==> config.mk <==
export PLATFORM = sky130hd
export DESIGN_NAME = fcss_host
export DESIGN_NICKNAME = d
export VERILOG_FILES = /design/src/inc/fcss_pkg.sv /design/src/rtl/fcss_sync.sv /design/src/rtl/fcss_host.sv
export SDC_FILE = /design/constraint.sdc
export NUM_CORES = 1
export LEC_CHECK = 0
export BUFFER_PORTS_ARGS = -buffer_cell sky130_fd_sc_hd__buf_2
export CAP_MARGIN = 40
export CORE_MARGIN = 2
export CORE_UTILIZATION = 35
export CTS_CLUSTER_DIAMETER = 150
export DETAILED_ROUTE_END_ITERATION = 16
export GPL_ROUTABILITY_DRIVEN = 0
export GPL_TIMING_DRIVEN = 0
export PLACE_DENSITY_LB_ADDON = 0.3
export SYNTH_ARGS = -nofsm -noshare
export SYNTH_HDL_FRONTEND = slang
export SYNTH_HIERARCHICAL = 1
export SYNTH_SLANG_ARGS = --single-unit
==> constraint.sdc <==
create_clock -name i_mclk -period 2.3 [get_ports i_mclk]
set_input_delay 0.69 -clock i_mclk [delete_from_list [all_inputs] [get_ports i_mclk]]
set_output_delay 0.69 -clock i_mclk [all_outputs]
set_load 0.03 [all_outputs]
==> src/inc/fcss_pkg.sv <==
// Purpose: Constants and types for the flash command/status host sequencer.
// Assumes: 100 MHz i_mclk; 16-bit data pins, command codes on the low byte.
// Notes: Bus timing figures are conservative defaults for an asynchronous part.

package fcss_pkg;

	localparam int ADDR_W = 20;
	localparam int DQ_W = 16;
	localparam int CLK_MHZ = 100;

	// Bus timing in nanoseconds, converted to whole cycles rounding up
	localparam int T_WE_LOW_NS = 50;
	localparam int T_WE_HIGH_NS = 30;
	localparam int T_ACCESS_NS = 100;
	localparam int T_READ_GAP_NS = 30;
	localparam logic [7:0] WE_LOW_CYC = 8'((T_WE_LOW_NS * CLK_MHZ + 999) / 1000);
	localparam logic [7:0] WE_HIGH_CYC = 8'((T_WE_HIGH_NS * CLK_MHZ + 999) / 1000);
	localparam logic [7:0] ACCESS_CYC = 8'((T_ACCESS_NS * CLK_MHZ + 999) / 1000);
	localparam logic [7:0] READ_GAP_CYC = 8'((T_READ_GAP_NS * CLK_MHZ + 999) / 1000);
	localparam logic [7:0] SYNC_SETTLE_CYC = 8'h03;

	// Command codes
	localparam logic [7:0] CMD_ERASE_SETUP = 8'h20;
	localparam logic [7:0] CMD_CHIP_SETUP = 8'h30;
	localparam logic [7:0] CMD_CONFIRM = 8'hD0;
	localparam logic [7:0] CMD_LOCK_SETUP = 8'h60;
	localparam logic [7:0] CMD_LOCK_BLOCK = 8'h01;
	localparam logic [7:0] CMD_LOCK_PERM = 8'hF1;
	localparam logic [7:0] CMD_SUSPEND = 8'hB0;
	localparam logic [7:0] CMD_READ_ARRAY = 8'hFF;
	localparam logic [7:0] CMD_READ_STATUS = 8'h70;

	// Field positions of operation_status
	localparam int SR_READY_BIT = 7;
	localparam int SR_ERASE_SUSP_BIT = 6;
	localparam int SR_ERASE_ERR_BIT = 5;
	localparam int SR_PROG_ERR_BIT = 4;
	localparam int SR_SUPPLY_BIT = 3;
	localparam int SR_PROG_SUSP_BIT = 2;
	localparam int SR_PROTECT_BIT = 1;
	localparam logic [7:0] SR_POLL_MASK = 8'hFE;
	localparam logic [7:0] SR_ERROR_MASK = 8'h3A;

	// Reset values
	localparam logic [7:0] STATUS_RESET = 8'h00;
	localparam logic [DQ_W-1:0] DQ_RESET = 16'h0000;
	localparam logic [ADDR_W-1:0] ADDR_RESET = 20'h00000;

	typedef enum logic [3:0] {
		OP_BLOCK_ERASE,
		OP_CHIP_ERASE,
		OP_LOCK_BLOCK,
		OP_LOCK_PERM,
		OP_SUSPEND,
		OP_RESUME,
		OP_READ_STATUS,
		OP_CLEAR_STATUS,
		OP_READ_ARRAY
	} fcss_op_t;

	typedef enum logic [1:0] {
		END_NONE,
		END_POLL,
		END_READ
	} fcss_end_t;

endpackage : fcss_pkg

==> src/rtl/fcss_sync.sv <==
// Purpose: Three-stage synchroniser for asynchronous pin inputs.
// Assumes: Inputs change slowly relative to i_mclk.
// Notes: o_stable flags when stages two and three agree; the ready-pin instance leaves it unused.
`timescale 1ns/1ps
`default_nettype none

module fcss_sync #(
	parameter int W = 1
) (
	input wire logic i_mclk,
	input wire logic i_rst,
	input wire logic [W-1:0] i_async,
	output logic [W-1:0] o_value,
	output logic o_stable
);

	logic [W-1:0] meta_reg;
	logic [W-1:0] s2_reg;
	logic [W-1:0] s3_reg;

	// Stage one is read only by stage two
	always_ff @(posedge i_mclk)
	begin
		if (i_rst)
		begin
			meta_reg <= '0;
			s2_reg <= '0;
			s3_reg <= '0;
		end
		else
		begin
			meta_reg <= i_async;
			s2_reg <= meta_reg;
			s3_reg <= s2_reg;
		end
	end

	assign o_value = s3_reg;
	assign o_stable = (s2_reg == s3_reg);

endmodule : fcss_sync

`default_nettype wire

==> src/rtl/fcss_host.sv <==
// Purpose: Host sequencer driving a parallel flash's command/status interface.
// Assumes: One request at a time; device pins are asynchronous to i_mclk.
// Notes: Erase and lock requests are refused while an error is pending.
`timescale 1ns/1ps
`default_nettype none

module fcss_host
	import fcss_pkg::*;
#(
	parameter logic [7:0] P_CLEAR_STATUS_CODE = 8'h50
) (
	input wire logic i_mclk,
	input wire logic i_rst,
	input wire logic i_req,
	input wire logic [3:0] i_op,
	input wire logic [ADDR_W-1:0] i_addr,
	output logic o_req_ready,
	output logic o_done,
	output logic o_refused,
	output logic [7:0] o_status,
	output logic [DQ_W-1:0] o_rdata,
	output logic o_error_pending,
	output logic o_device_ready,
	output logic o_reset_powerdown_n,
	output logic o_ce_n,
	output logic o_we_n,
	output logic o_oe_n,
	output logic [ADDR_W-1:0] o_addr,
	input wire logic [DQ_W-1:0] i_dq,
	output logic [DQ_W-1:0] o_dq,
	output logic o_dq_oe_n,
	input wire logic i_ready_busy_n
);

	typedef enum logic [2:0] {
		S_IDLE, S_SETUP, S_WE_LOW, S_WE_HIGH, S_RD_ACCESS, S_RD_SAMPLE, S_RD_GAP, S_DONE
	} fcss_state_t;

	fcss_state_t state_reg, state_next;
	fcss_op_t op_reg, op_next;
	logic [7:0] cnt_reg, cnt_next;
	logic step_reg, step_next;
	logic [ADDR_W-1:0] addr_reg, addr_next;
	logic [DQ_W-1:0] dq_reg, dq_next;
	logic dq_oe_n_reg, dq_oe_n_next;
	logic ce_n_reg, ce_n_next;
	logic we_n_reg, we_n_next;
	logic oe_n_reg, oe_n_next;
	logic [7:0] status_reg, status_next;
	logic [DQ_W-1:0] rdata_reg, rdata_next;
	logic done_reg, done_next;
	logic refused_reg, refused_next;
	logic err_pend_reg, err_pend_next;
	logic rp_n_reg;
	logic [DQ_W-1:0] dq_sync;
	logic dq_stable;
	logic [0:0] rb_sync;

	// Pin inputs cross from the device's asynchronous timing
	fcss_sync #(.W(DQ_W)) u_dq_sync (
		.i_mclk(i_mclk),
		.i_rst(i_rst),
		.i_async(i_dq),
		.o_value(dq_sync),
		.o_stable(dq_stable)
	);

	fcss_sync #(.W(1)) u_rb_sync (
		.i_mclk(i_mclk),
		.i_rst(i_rst),
		.i_async(i_ready_busy_n),
		.o_value(rb_sync),
		.o_stable()
	);

	// Request decode
	wire req_op_legal = (i_op <= 4'(OP_READ_ARRAY));
	wire req_needs_clean = (i_op == 4'(OP_BLOCK_ERASE)) || (i_op == 4'(OP_CHIP_ERASE)) ||
		(i_op == 4'(OP_LOCK_BLOCK)) || (i_op == 4'(OP_LOCK_PERM));
	wire req_refuse = !req_op_legal || (req_needs_clean && err_pend_reg);

	// Per-operation command codes; two-cycle sequences pair setup with confirm
	wire [7:0] first_code =
		(op_reg == OP_BLOCK_ERASE) ? CMD_ERASE_SETUP :
		(op_reg == OP_CHIP_ERASE) ? CMD_CHIP_SETUP :
		(op_reg == OP_LOCK_BLOCK) ? CMD_LOCK_SETUP :
		(op_reg == OP_LOCK_PERM) ? CMD_LOCK_SETUP :
		(op_reg == OP_SUSPEND) ? CMD_SUSPEND :
		(op_reg == OP_RESUME) ? CMD_CONFIRM :
		(op_reg == OP_READ_STATUS) ? CMD_READ_STATUS :
		(op_reg == OP_CLEAR_STATUS) ? P_CLEAR_STATUS_CODE :
		CMD_READ_ARRAY;
	wire [7:0] second_code =
		(op_reg == OP_LOCK_BLOCK) ? CMD_LOCK_BLOCK :
		(op_reg == OP_LOCK_PERM) ? CMD_LOCK_PERM :
		CMD_CONFIRM;
	wire has_second = (op_reg == OP_BLOCK_ERASE) || (op_reg == OP_CHIP_ERASE) ||
		(op_reg == OP_LOCK_BLOCK) || (op_reg == OP_LOCK_PERM);
	wire fcss_end_t end_kind =
		(has_second || op_reg == OP_SUSPEND) ? END_POLL :
		(op_reg == OP_READ_STATUS || op_reg == OP_READ_ARRAY) ? END_READ :
		END_NONE;
	// Reserved bit 0 never reaches o_status
	wire [7:0] sampled_status = dq_sync[7:0] & SR_POLL_MASK;
	wire poll_again = (end_kind == END_POLL) && !sampled_status[SR_READY_BIT];
	// Status reads also count toward the pending error, so chained erases
	// are refused after the first one whose poll shows an error
	wire status_read = (end_kind == END_POLL) || (op_reg == OP_READ_STATUS);

	// Sequencer next-state
	always_comb
	begin
		state_next = state_reg;
		op_next = op_reg;
		cnt_next = cnt_reg;
		step_next = step_reg;
		addr_next = addr_reg;
		dq_next = dq_reg;
		dq_oe_n_next = dq_oe_n_reg;
		ce_n_next = ce_n_reg;
		we_n_next = we_n_reg;
		oe_n_next = oe_n_reg;
		status_next = status_reg;
		rdata_next = rdata_reg;
		done_next = 1'b0;
		refused_next = 1'b0;
		err_pend_next = err_pend_reg;
		unique case (state_reg)
			S_IDLE:
			begin
				if (i_req && req_refuse)
					refused_next = 1'b1;
				else if (i_req)
				begin
					op_next = fcss_op_t'(i_op);
					addr_next = i_addr;
					step_next = 1'b0;
					state_next = S_SETUP;
				end
			end
			S_SETUP:
			begin
				// Address settles one cycle before the strobe; data and chip enable drive with it
				ce_n_next = 1'b0;
				dq_oe_n_next = 1'b0;
				dq_next = {8'h00, step_reg ? second_code : first_code};
				we_n_next = 1'b0;
				cnt_next = WE_LOW_CYC;
				state_next = S_WE_LOW;
			end
			S_WE_LOW:
			begin
				cnt_next = cnt_reg - 8'h01;
				if (cnt_reg == 8'h01)
				begin
					we_n_next = 1'b1;
					cnt_next = WE_HIGH_CYC;
					state_next = S_WE_HIGH;
				end
			end
			S_WE_HIGH:
			begin
				// Data held through the recovery time, then released
				cnt_next = cnt_reg - 8'h01;
				if (cnt_reg == 8'h01)
				begin
					dq_oe_n_next = 1'b1;
					ce_n_next = 1'b1;
					if (!step_reg && has_second)
					begin
						step_next = 1'b1;
						state_next = S_SETUP;
					end
					else if (end_kind == END_NONE)
						state_next = S_DONE;
					else
					begin
						ce_n_next = 1'b0;
						oe_n_next = 1'b0;
						cnt_next = ACCESS_CYC + SYNC_SETTLE_CYC;
						state_next = S_RD_ACCESS;
					end
				end
			end
			S_RD_ACCESS:
			begin
				cnt_next = cnt_reg - 8'h01;
				if (cnt_reg == 8'h01)
					state_next = S_RD_SAMPLE;
			end
			S_RD_SAMPLE:
			begin
				// Wait for the synchronised data to agree before use
				if (dq_stable)
				begin
					rdata_next = dq_sync;
					status_next = sampled_status;
					oe_n_next = 1'b1;
					ce_n_next = 1'b1;
					cnt_next = READ_GAP_CYC;
					state_next = poll_again ? S_RD_GAP : S_DONE;
				end
			end
			S_RD_GAP:
			begin
				// Toggling the enables lets the device refresh its status
				cnt_next = cnt_reg - 8'h01;
				if (cnt_reg == 8'h01)
				begin
					ce_n_next = 1'b0;
					oe_n_next = 1'b0;
					cnt_next = ACCESS_CYC + SYNC_SETTLE_CYC;
					state_next = S_RD_ACCESS;
				end
			end
			S_DONE:
			begin
				done_next = 1'b1;
				if (op_reg == OP_CLEAR_STATUS)
					err_pend_next = 1'b0;
				else if (status_read && |(status_reg & SR_ERROR_MASK))
					err_pend_next = 1'b1;
				state_next = S_IDLE;
			end
		endcase
	end

	// Control state
	always_ff @(posedge i_mclk)
	begin
		if (i_rst)
		begin
			state_reg <= S_IDLE;
			op_reg <= OP_READ_ARRAY;
			cnt_reg <= 8'h00;
			step_reg <= 1'b0;
			err_pend_reg <= 1'b0;
			done_reg <= 1'b0;
			refused_reg <= 1'b0;
			rp_n_reg <= 1'b0;
		end
		else
		begin
			state_reg <= state_next;
			op_reg <= op_next;
			cnt_reg <= cnt_next;
			step_reg <= step_next;
			err_pend_reg <= err_pend_next;
			done_reg <= done_next;
			refused_reg <= refused_next;
			rp_n_reg <= 1'b1;
		end
	end

	// Pin and result registers
	always_ff @(posedge i_mclk)
	begin
		if (i_rst)
		begin
			addr_reg <= ADDR_RESET;
			dq_reg <= DQ_RESET;
			dq_oe_n_reg <= 1'b1;
			ce_n_reg <= 1'b1;
			we_n_reg <= 1'b1;
			oe_n_reg <= 1'b1;
			status_reg <= STATUS_RESET;
			rdata_reg <= DQ_RESET;
		end
		else
		begin
			addr_reg <= addr_next;
			dq_reg <= dq_next;
			dq_oe_n_reg <= dq_oe_n_next;
			ce_n_reg <= ce_n_next;
			we_n_reg <= we_n_next;
			oe_n_reg <= oe_n_next;
			status_reg <= status_next;
			rdata_reg <= rdata_next;
		end
	end

	assign o_req_ready = (state_reg == S_IDLE);
	assign o_done = done_reg;
	assign o_refused = refused_reg;
	assign o_status = status_reg;
	assign o_rdata = rdata_reg;
	assign o_error_pending = err_pend_reg;
	assign o_device_ready = rb_sync[0];
	assign o_reset_powerdown_n = rp_n_reg;
	assign o_ce_n = ce_n_reg;
	assign o_we_n = we_n_reg;
	assign o_oe_n = oe_n_reg;
	assign o_addr = addr_reg;
	assign o_dq = dq_reg;
	assign o_dq_oe_n = dq_oe_n_reg;

	// Last code written, for checking setup/confirm pairing
	logic [7:0] last_code_reg;
	always_ff @(posedge i_mclk)
	begin
		if (i_rst)
			last_code_reg <= 8'h00;
		else if (state_reg == S_WE_HIGH && cnt_reg == 8'h01)
			last_code_reg <= dq_reg[7:0];
	end
endmodule : fcss_host

`default_nettype wire

-- After elaboration in Yosys (flattened, before gate mapping)
Index checks and enable logic that the tools add are counted.
- word-level logic and storage cells: 152
- register bits after elaboration: 126
- output and inout bits: 70
- bitwise logic cells: 2
- add/subtract/negate cells: 1
- mux-type cells: 54
- reduce and logical (&&, ||, !) cells: 41
- order comparisons: 1
- equality and inequality tests: 31
- operators with widths (operator ; number):
    two-way mux 8 bit ; 16
    one-hot mux 8 bit (6 select lines) ; 1
    two-way mux 3 bit ; 8
    one-hot mux 3 bit (8 select lines) ; 1
    != test 2 bit (second input constant) ; 10
    two-way mux 1 bit ; 19
    == test 16 bit ; 1
    == test 4 x 2 -> 1 bit (second input constant) ; 4
    == test 4 x 3 -> 1 bit (second input constant) ; 4
    == test 3 bit (second input constant) ; 4
    logical OR 1 bit ; 10
    AND reduction 2 bit ; 5
    == test 4 x 1 -> 1 bit (second input constant) ; 2
    == test 8 x 1 -> 1 bit (second input constant) ; 1
    zero test 4 bit ; 2
    nonzero test 2 bit ; 4
    subtractor 8 x 1 -> 8 bit (second input constant) ; 1
    AND reduction 7 bit ; 1
    == test 3 x 2 -> 1 bit (second input constant) ; 2
    two-way mux 2 bit ; 3
    two-way mux 6 bit ; 1
    one-hot mux 1 bit (2 select lines) ; 3
    AND reduction 6 bit ; 1
    nonzero test 6 bit ; 1
    18 further kinds ; 25

-- Depth between registers and ports, before layout
- word-level depth: 11
- gate-level depth with buffers: 8
- mapped depth without buffers: 8

-- Cells and area by module
Netlist, hierarchy kept.
- modules (own cells, without submodules) (module ; cells each ; times used ; area an instance (µm²) ; sequential area each (µm²)):
    fcss_host ; 394 ; 1 ; 3017.9 ; 1321.3
    fcss_sync at u_dq_sync ; 122 ; 1 ; 1461.4 ; 960.9
    fcss_sync at u_rb_sync ; 7 ; 1 ; 90.1 ; 60.1

-- Worst setup path before layout
Ideal clock, no wire load.
- path type: reg-to-reg
- from: register state_reg[0]
- to: register addr_reg[5], in the netlist o_addr[5]
- cell stages (with the launch flop): 7
- arrival time: 2.141 ns
- path slack: 0.027 ns
- buffers on the path: 2
- setup time: 0.132 ns
- required time: 2.168 ns
- period minus slack after synthesis: 2.273 ns
- path through: dfxtp_1 -> clkbuf_1 -> nor3_1 -> nand3_1 -> clkbuf_1 -> nand2_1 -> a21oi_1
- word-level cells in the longest chain between the ends: 2
- ends and longest elaborated chain (what ; RTL line ; RTL):
    from (decl) ; fcss_host.sv:39 ; fcss_state_t state_reg, state_next;
    from (signal assigned) ; fcss_host.sv:244 ; state_reg <= state_next;
    zero test 3 bit ; -- ;
    via o_req_ready ; fcss_host.sv:17 ; output logic o_req_ready,
    AND reduction 3 bit (no line) ; -- ;
    to (signal assigned) ; fcss_host.sv:271 ; addr_reg <= addr_next;
    to (decl) ; fcss_host.sv:43 ; logic [ADDR_W-1:0] addr_reg, addr_next;
The timed path passes the listed nets, and every way through them passes these cells.
A chain may end at the register's enable or synchronous reset.

-- Worst setup path in the final report
- from: register u_dq_sync.s3_reg[2], in the netlist u_dq_sync/o_value[2]
- to: register cnt_reg[4]
- word-level cells in the longest chain between the ends: 3
- ends and longest elaborated chain (what ; RTL line ; RTL):
    from (decl) ; fcss_sync.sv:19 ; logic [W-1:0] s3_reg;
    from (signal assigned) ; fcss_sync.sv:34 ; s3_reg <= s2_reg;
    == test 16 bit ; fcss_sync.sv:39 ; assign o_stable = (s2_reg == s3_reg);
    via dq_stable ; fcss_host.sv:56 ; logic dq_stable;
    != test 2 bit (no line) ; -- ;
    AND reduction 2 bit (no line) ; -- ;
    to (signal assigned) ; fcss_host.sv:246 ; cnt_reg <= cnt_next;
    to (decl) ; fcss_host.sv:41 ; logic [7:0] cnt_reg, cnt_next;
The timed path passes the listed nets, and every way through them passes these cells.

==> impl_metrics.toml <==
[timing]
rsz_0062_raised_after_global_routing = "false"
finalClockSkew_ns = 0.00670
report.final.hold_viol_count = 0
tightest_slew_ns = 0.566
tns_ns = 0
minimum_period_implied_by_the_final_worst_setup_slack_ns = 2.19
min_period_over_period_pct = 95.3
drv_slew = 0
fin_worst_hold_slack_ns = 0.430
rel_slew_slack_pct = 62.3
setup_violations = 0
max_freq_mhz = 456

[power_and_ir_drop]
power_density_nw_per_um2 = 946
internal_power_of_the_cells_uw = 4150
switching_share_pct = 26.9
irDropWorstVdd_uv = 534
total_switching_power_uw = 1530
power.share.combinational_pct = 14.0
seqPwrFrac_pct = 39.0
clock_power_share_pct = 47.0
power_leakage_uw = 0.00249

[route]
firstDrtPassIters = 4
routed-via-count = 3939
drt-initial-drc-count = 149
postRouteWirelength_mm = 10.6
via_per_inst = 4.68
ant_nets = 0
drc = 0
wl_per_cell_um = 12.7

[grt]
grt_overflow = 0
largest_net_degree_at_the_start_of_global_routing = 17
grt_pass1_vias = 3733
global_route.usage.total_pct = 15.8
antenna_found_initial = 0
grt_first_pass_wirelength_mm = 17.6

[clocking]
sinks_on_clock_net = 117
htree_num_levels = 4
number_of_buffers_created_by_cts = 17
cts_max_path_buffers = 2
cts-root-buf = "sky130_fd_sc_hd__clkbuf_16"
clk_latency_ns = 0.41
tritoncts = "done"
clk_transition_reported_paths_ns = 0.06

[die]
die-height_um = 118
floorplan.core_area_um2 = 12700
placement_rows = 41
fp.dieArea_um2 = 14000
floorplan.die.width_um = 118
effective_utilization_at_floorplan_pct = 36.0
io-pin-count = 114

[worst_setup_path]
slowest_stage = "sky130_fd_sc_hd__or3_1"
cp-start-kind = "register"
critPathArrivalTime_ns = 2.53
cp_top_family = "simple AND/OR/NAND/NOR gates"
timing_worst_setup_path_type = "reg2reg"
worstPathBufferInverterCount = 0
critPathCaptureType = "register"
timing.critical_path.slowest_cell_delay_ns = 0.35
ff2ff_path_depth = 8
crit_path_max_fanout = 6
worst-endpoint-required_ns = 2.64
cp_cell_sequence = "xnor2_1 -> nand4_1 -> nor4_4 -> nand2b_1 -> a31o_4 -> or3_1 -> a21o_1 -> a21oi_1"
worstSetupPathDepth = 8

[worst_hold_path]
hold-path-cell-count = 1
hold_class = "reg2reg"

[final_layout]
layout-area-overhead-vs-synth_pct = 31.6
finish.cell_count_without_fillers = 841
largest_reg_flops = 20
layout-drive-gt1-share_pct = 26.6
final_nets = 702
post-route-util_pct = 47.4
n_antenna_cell = 0

[logic_synthesis]
yosys_warnings = 6
netlist_instances = 522
synthesis.area_per_instance_um2 = 8.74
synth_cell_area_um2 = 4560

[placement]
hpwl_mm = 7.89
numPortBuffers = 104
place.detailed.instances = 807

[flow_run]
maxCapViolations = 0

[run_status]
run_status = "completed"
-- timing repair --
item	CTS	global route
setup endpoints to repair	13	13
buffers inserted	3	0
gates resized for setup	3	6
hold buffers	0	0
pin swaps	1	3
-- path summary, 6_finish.rpt --
| path | from | end | slack (ns) |
|---|---|---|---|
| worst max-delay path | u_dq_sync/o_value[2] | cnt_reg[4] | 0.11 |
| worst min register to register | u_dq_sync/meta_reg[3] | u_dq_sync/s2_reg[3] | 0.43 |
| worst min-delay path | u_dq_sync/meta_reg[3] | u_dq_sync/s2_reg[3] | 0.43 |
| worst max register to register | u_dq_sync/o_value[2] | cnt_reg[4] | 0.11 |
-- per-stage QoR --
stage	instance area [um2]	setup WS [ns]	total power [uW]
after floorplan	4590	0.0267	2800
after global placement	5330	-0.134	3000
after detailed placement	5330	-0.141	3020
after CTS	5970	0.0606	5710
after global routing	6000	0.00198	5910
final	6000	0.108	5670
-- metal layers --
metal	global-route usage, %	vias to the layer above	part of all wire (%)
met3	5.98	19	5.2
met1	17.1	1799	41
met4	5.87	0	2.2
met2	27.8	109	52
met5	0	-	0
li1	-	2012	-
-- power groups by stage --
stage	sequential [uW]	combinational [uW]	clock (uW)
6_report	2210	793	2670
5_1_grt	2230	872	2810
4_1_cts	2210	783	2710
3_5_place_dp	2250	768	0
3_3_place_gp	2250	756	0
2_1_floorplan	2330	470	0
-- cell type report --
class,instances,area [um2]
plain buffers,46,249
clock buffers,18,429
clock inverters,14,178
fillers,1238,6670
inverters,6,22.5
multi-input cells,360,2020
flip-flops and latches,117,2340
well taps,172,215
repair buffers,108,548
-- cells in the final DEF, fill, tap and decap left out, types with 9 or more instances in the layout --
cell type                   count
sky130_fd_sc_hd__a21oi_1       53
sky130_fd_sc_hd__buf_2        111
sky130_fd_sc_hd__buf_4         21
sky130_fd_sc_hd__clkbuf_1      22
sky130_fd_sc_hd__clkbuf_16     17
sky130_fd_sc_hd__conb_1         9
sky130_fd_sc_hd__dfxtp_1      117
sky130_fd_sc_hd__nand2_1      101
sky130_fd_sc_hd__nor2_1        27
sky130_fd_sc_hd__nor2b_1       51
sky130_fd_sc_hd__nor3_1        11
sky130_fd_sc_hd__o21ai_0       10
sky130_fd_sc_hd__xnor2_1       16
Note: power is estimated with default switching activity, not from simulation.
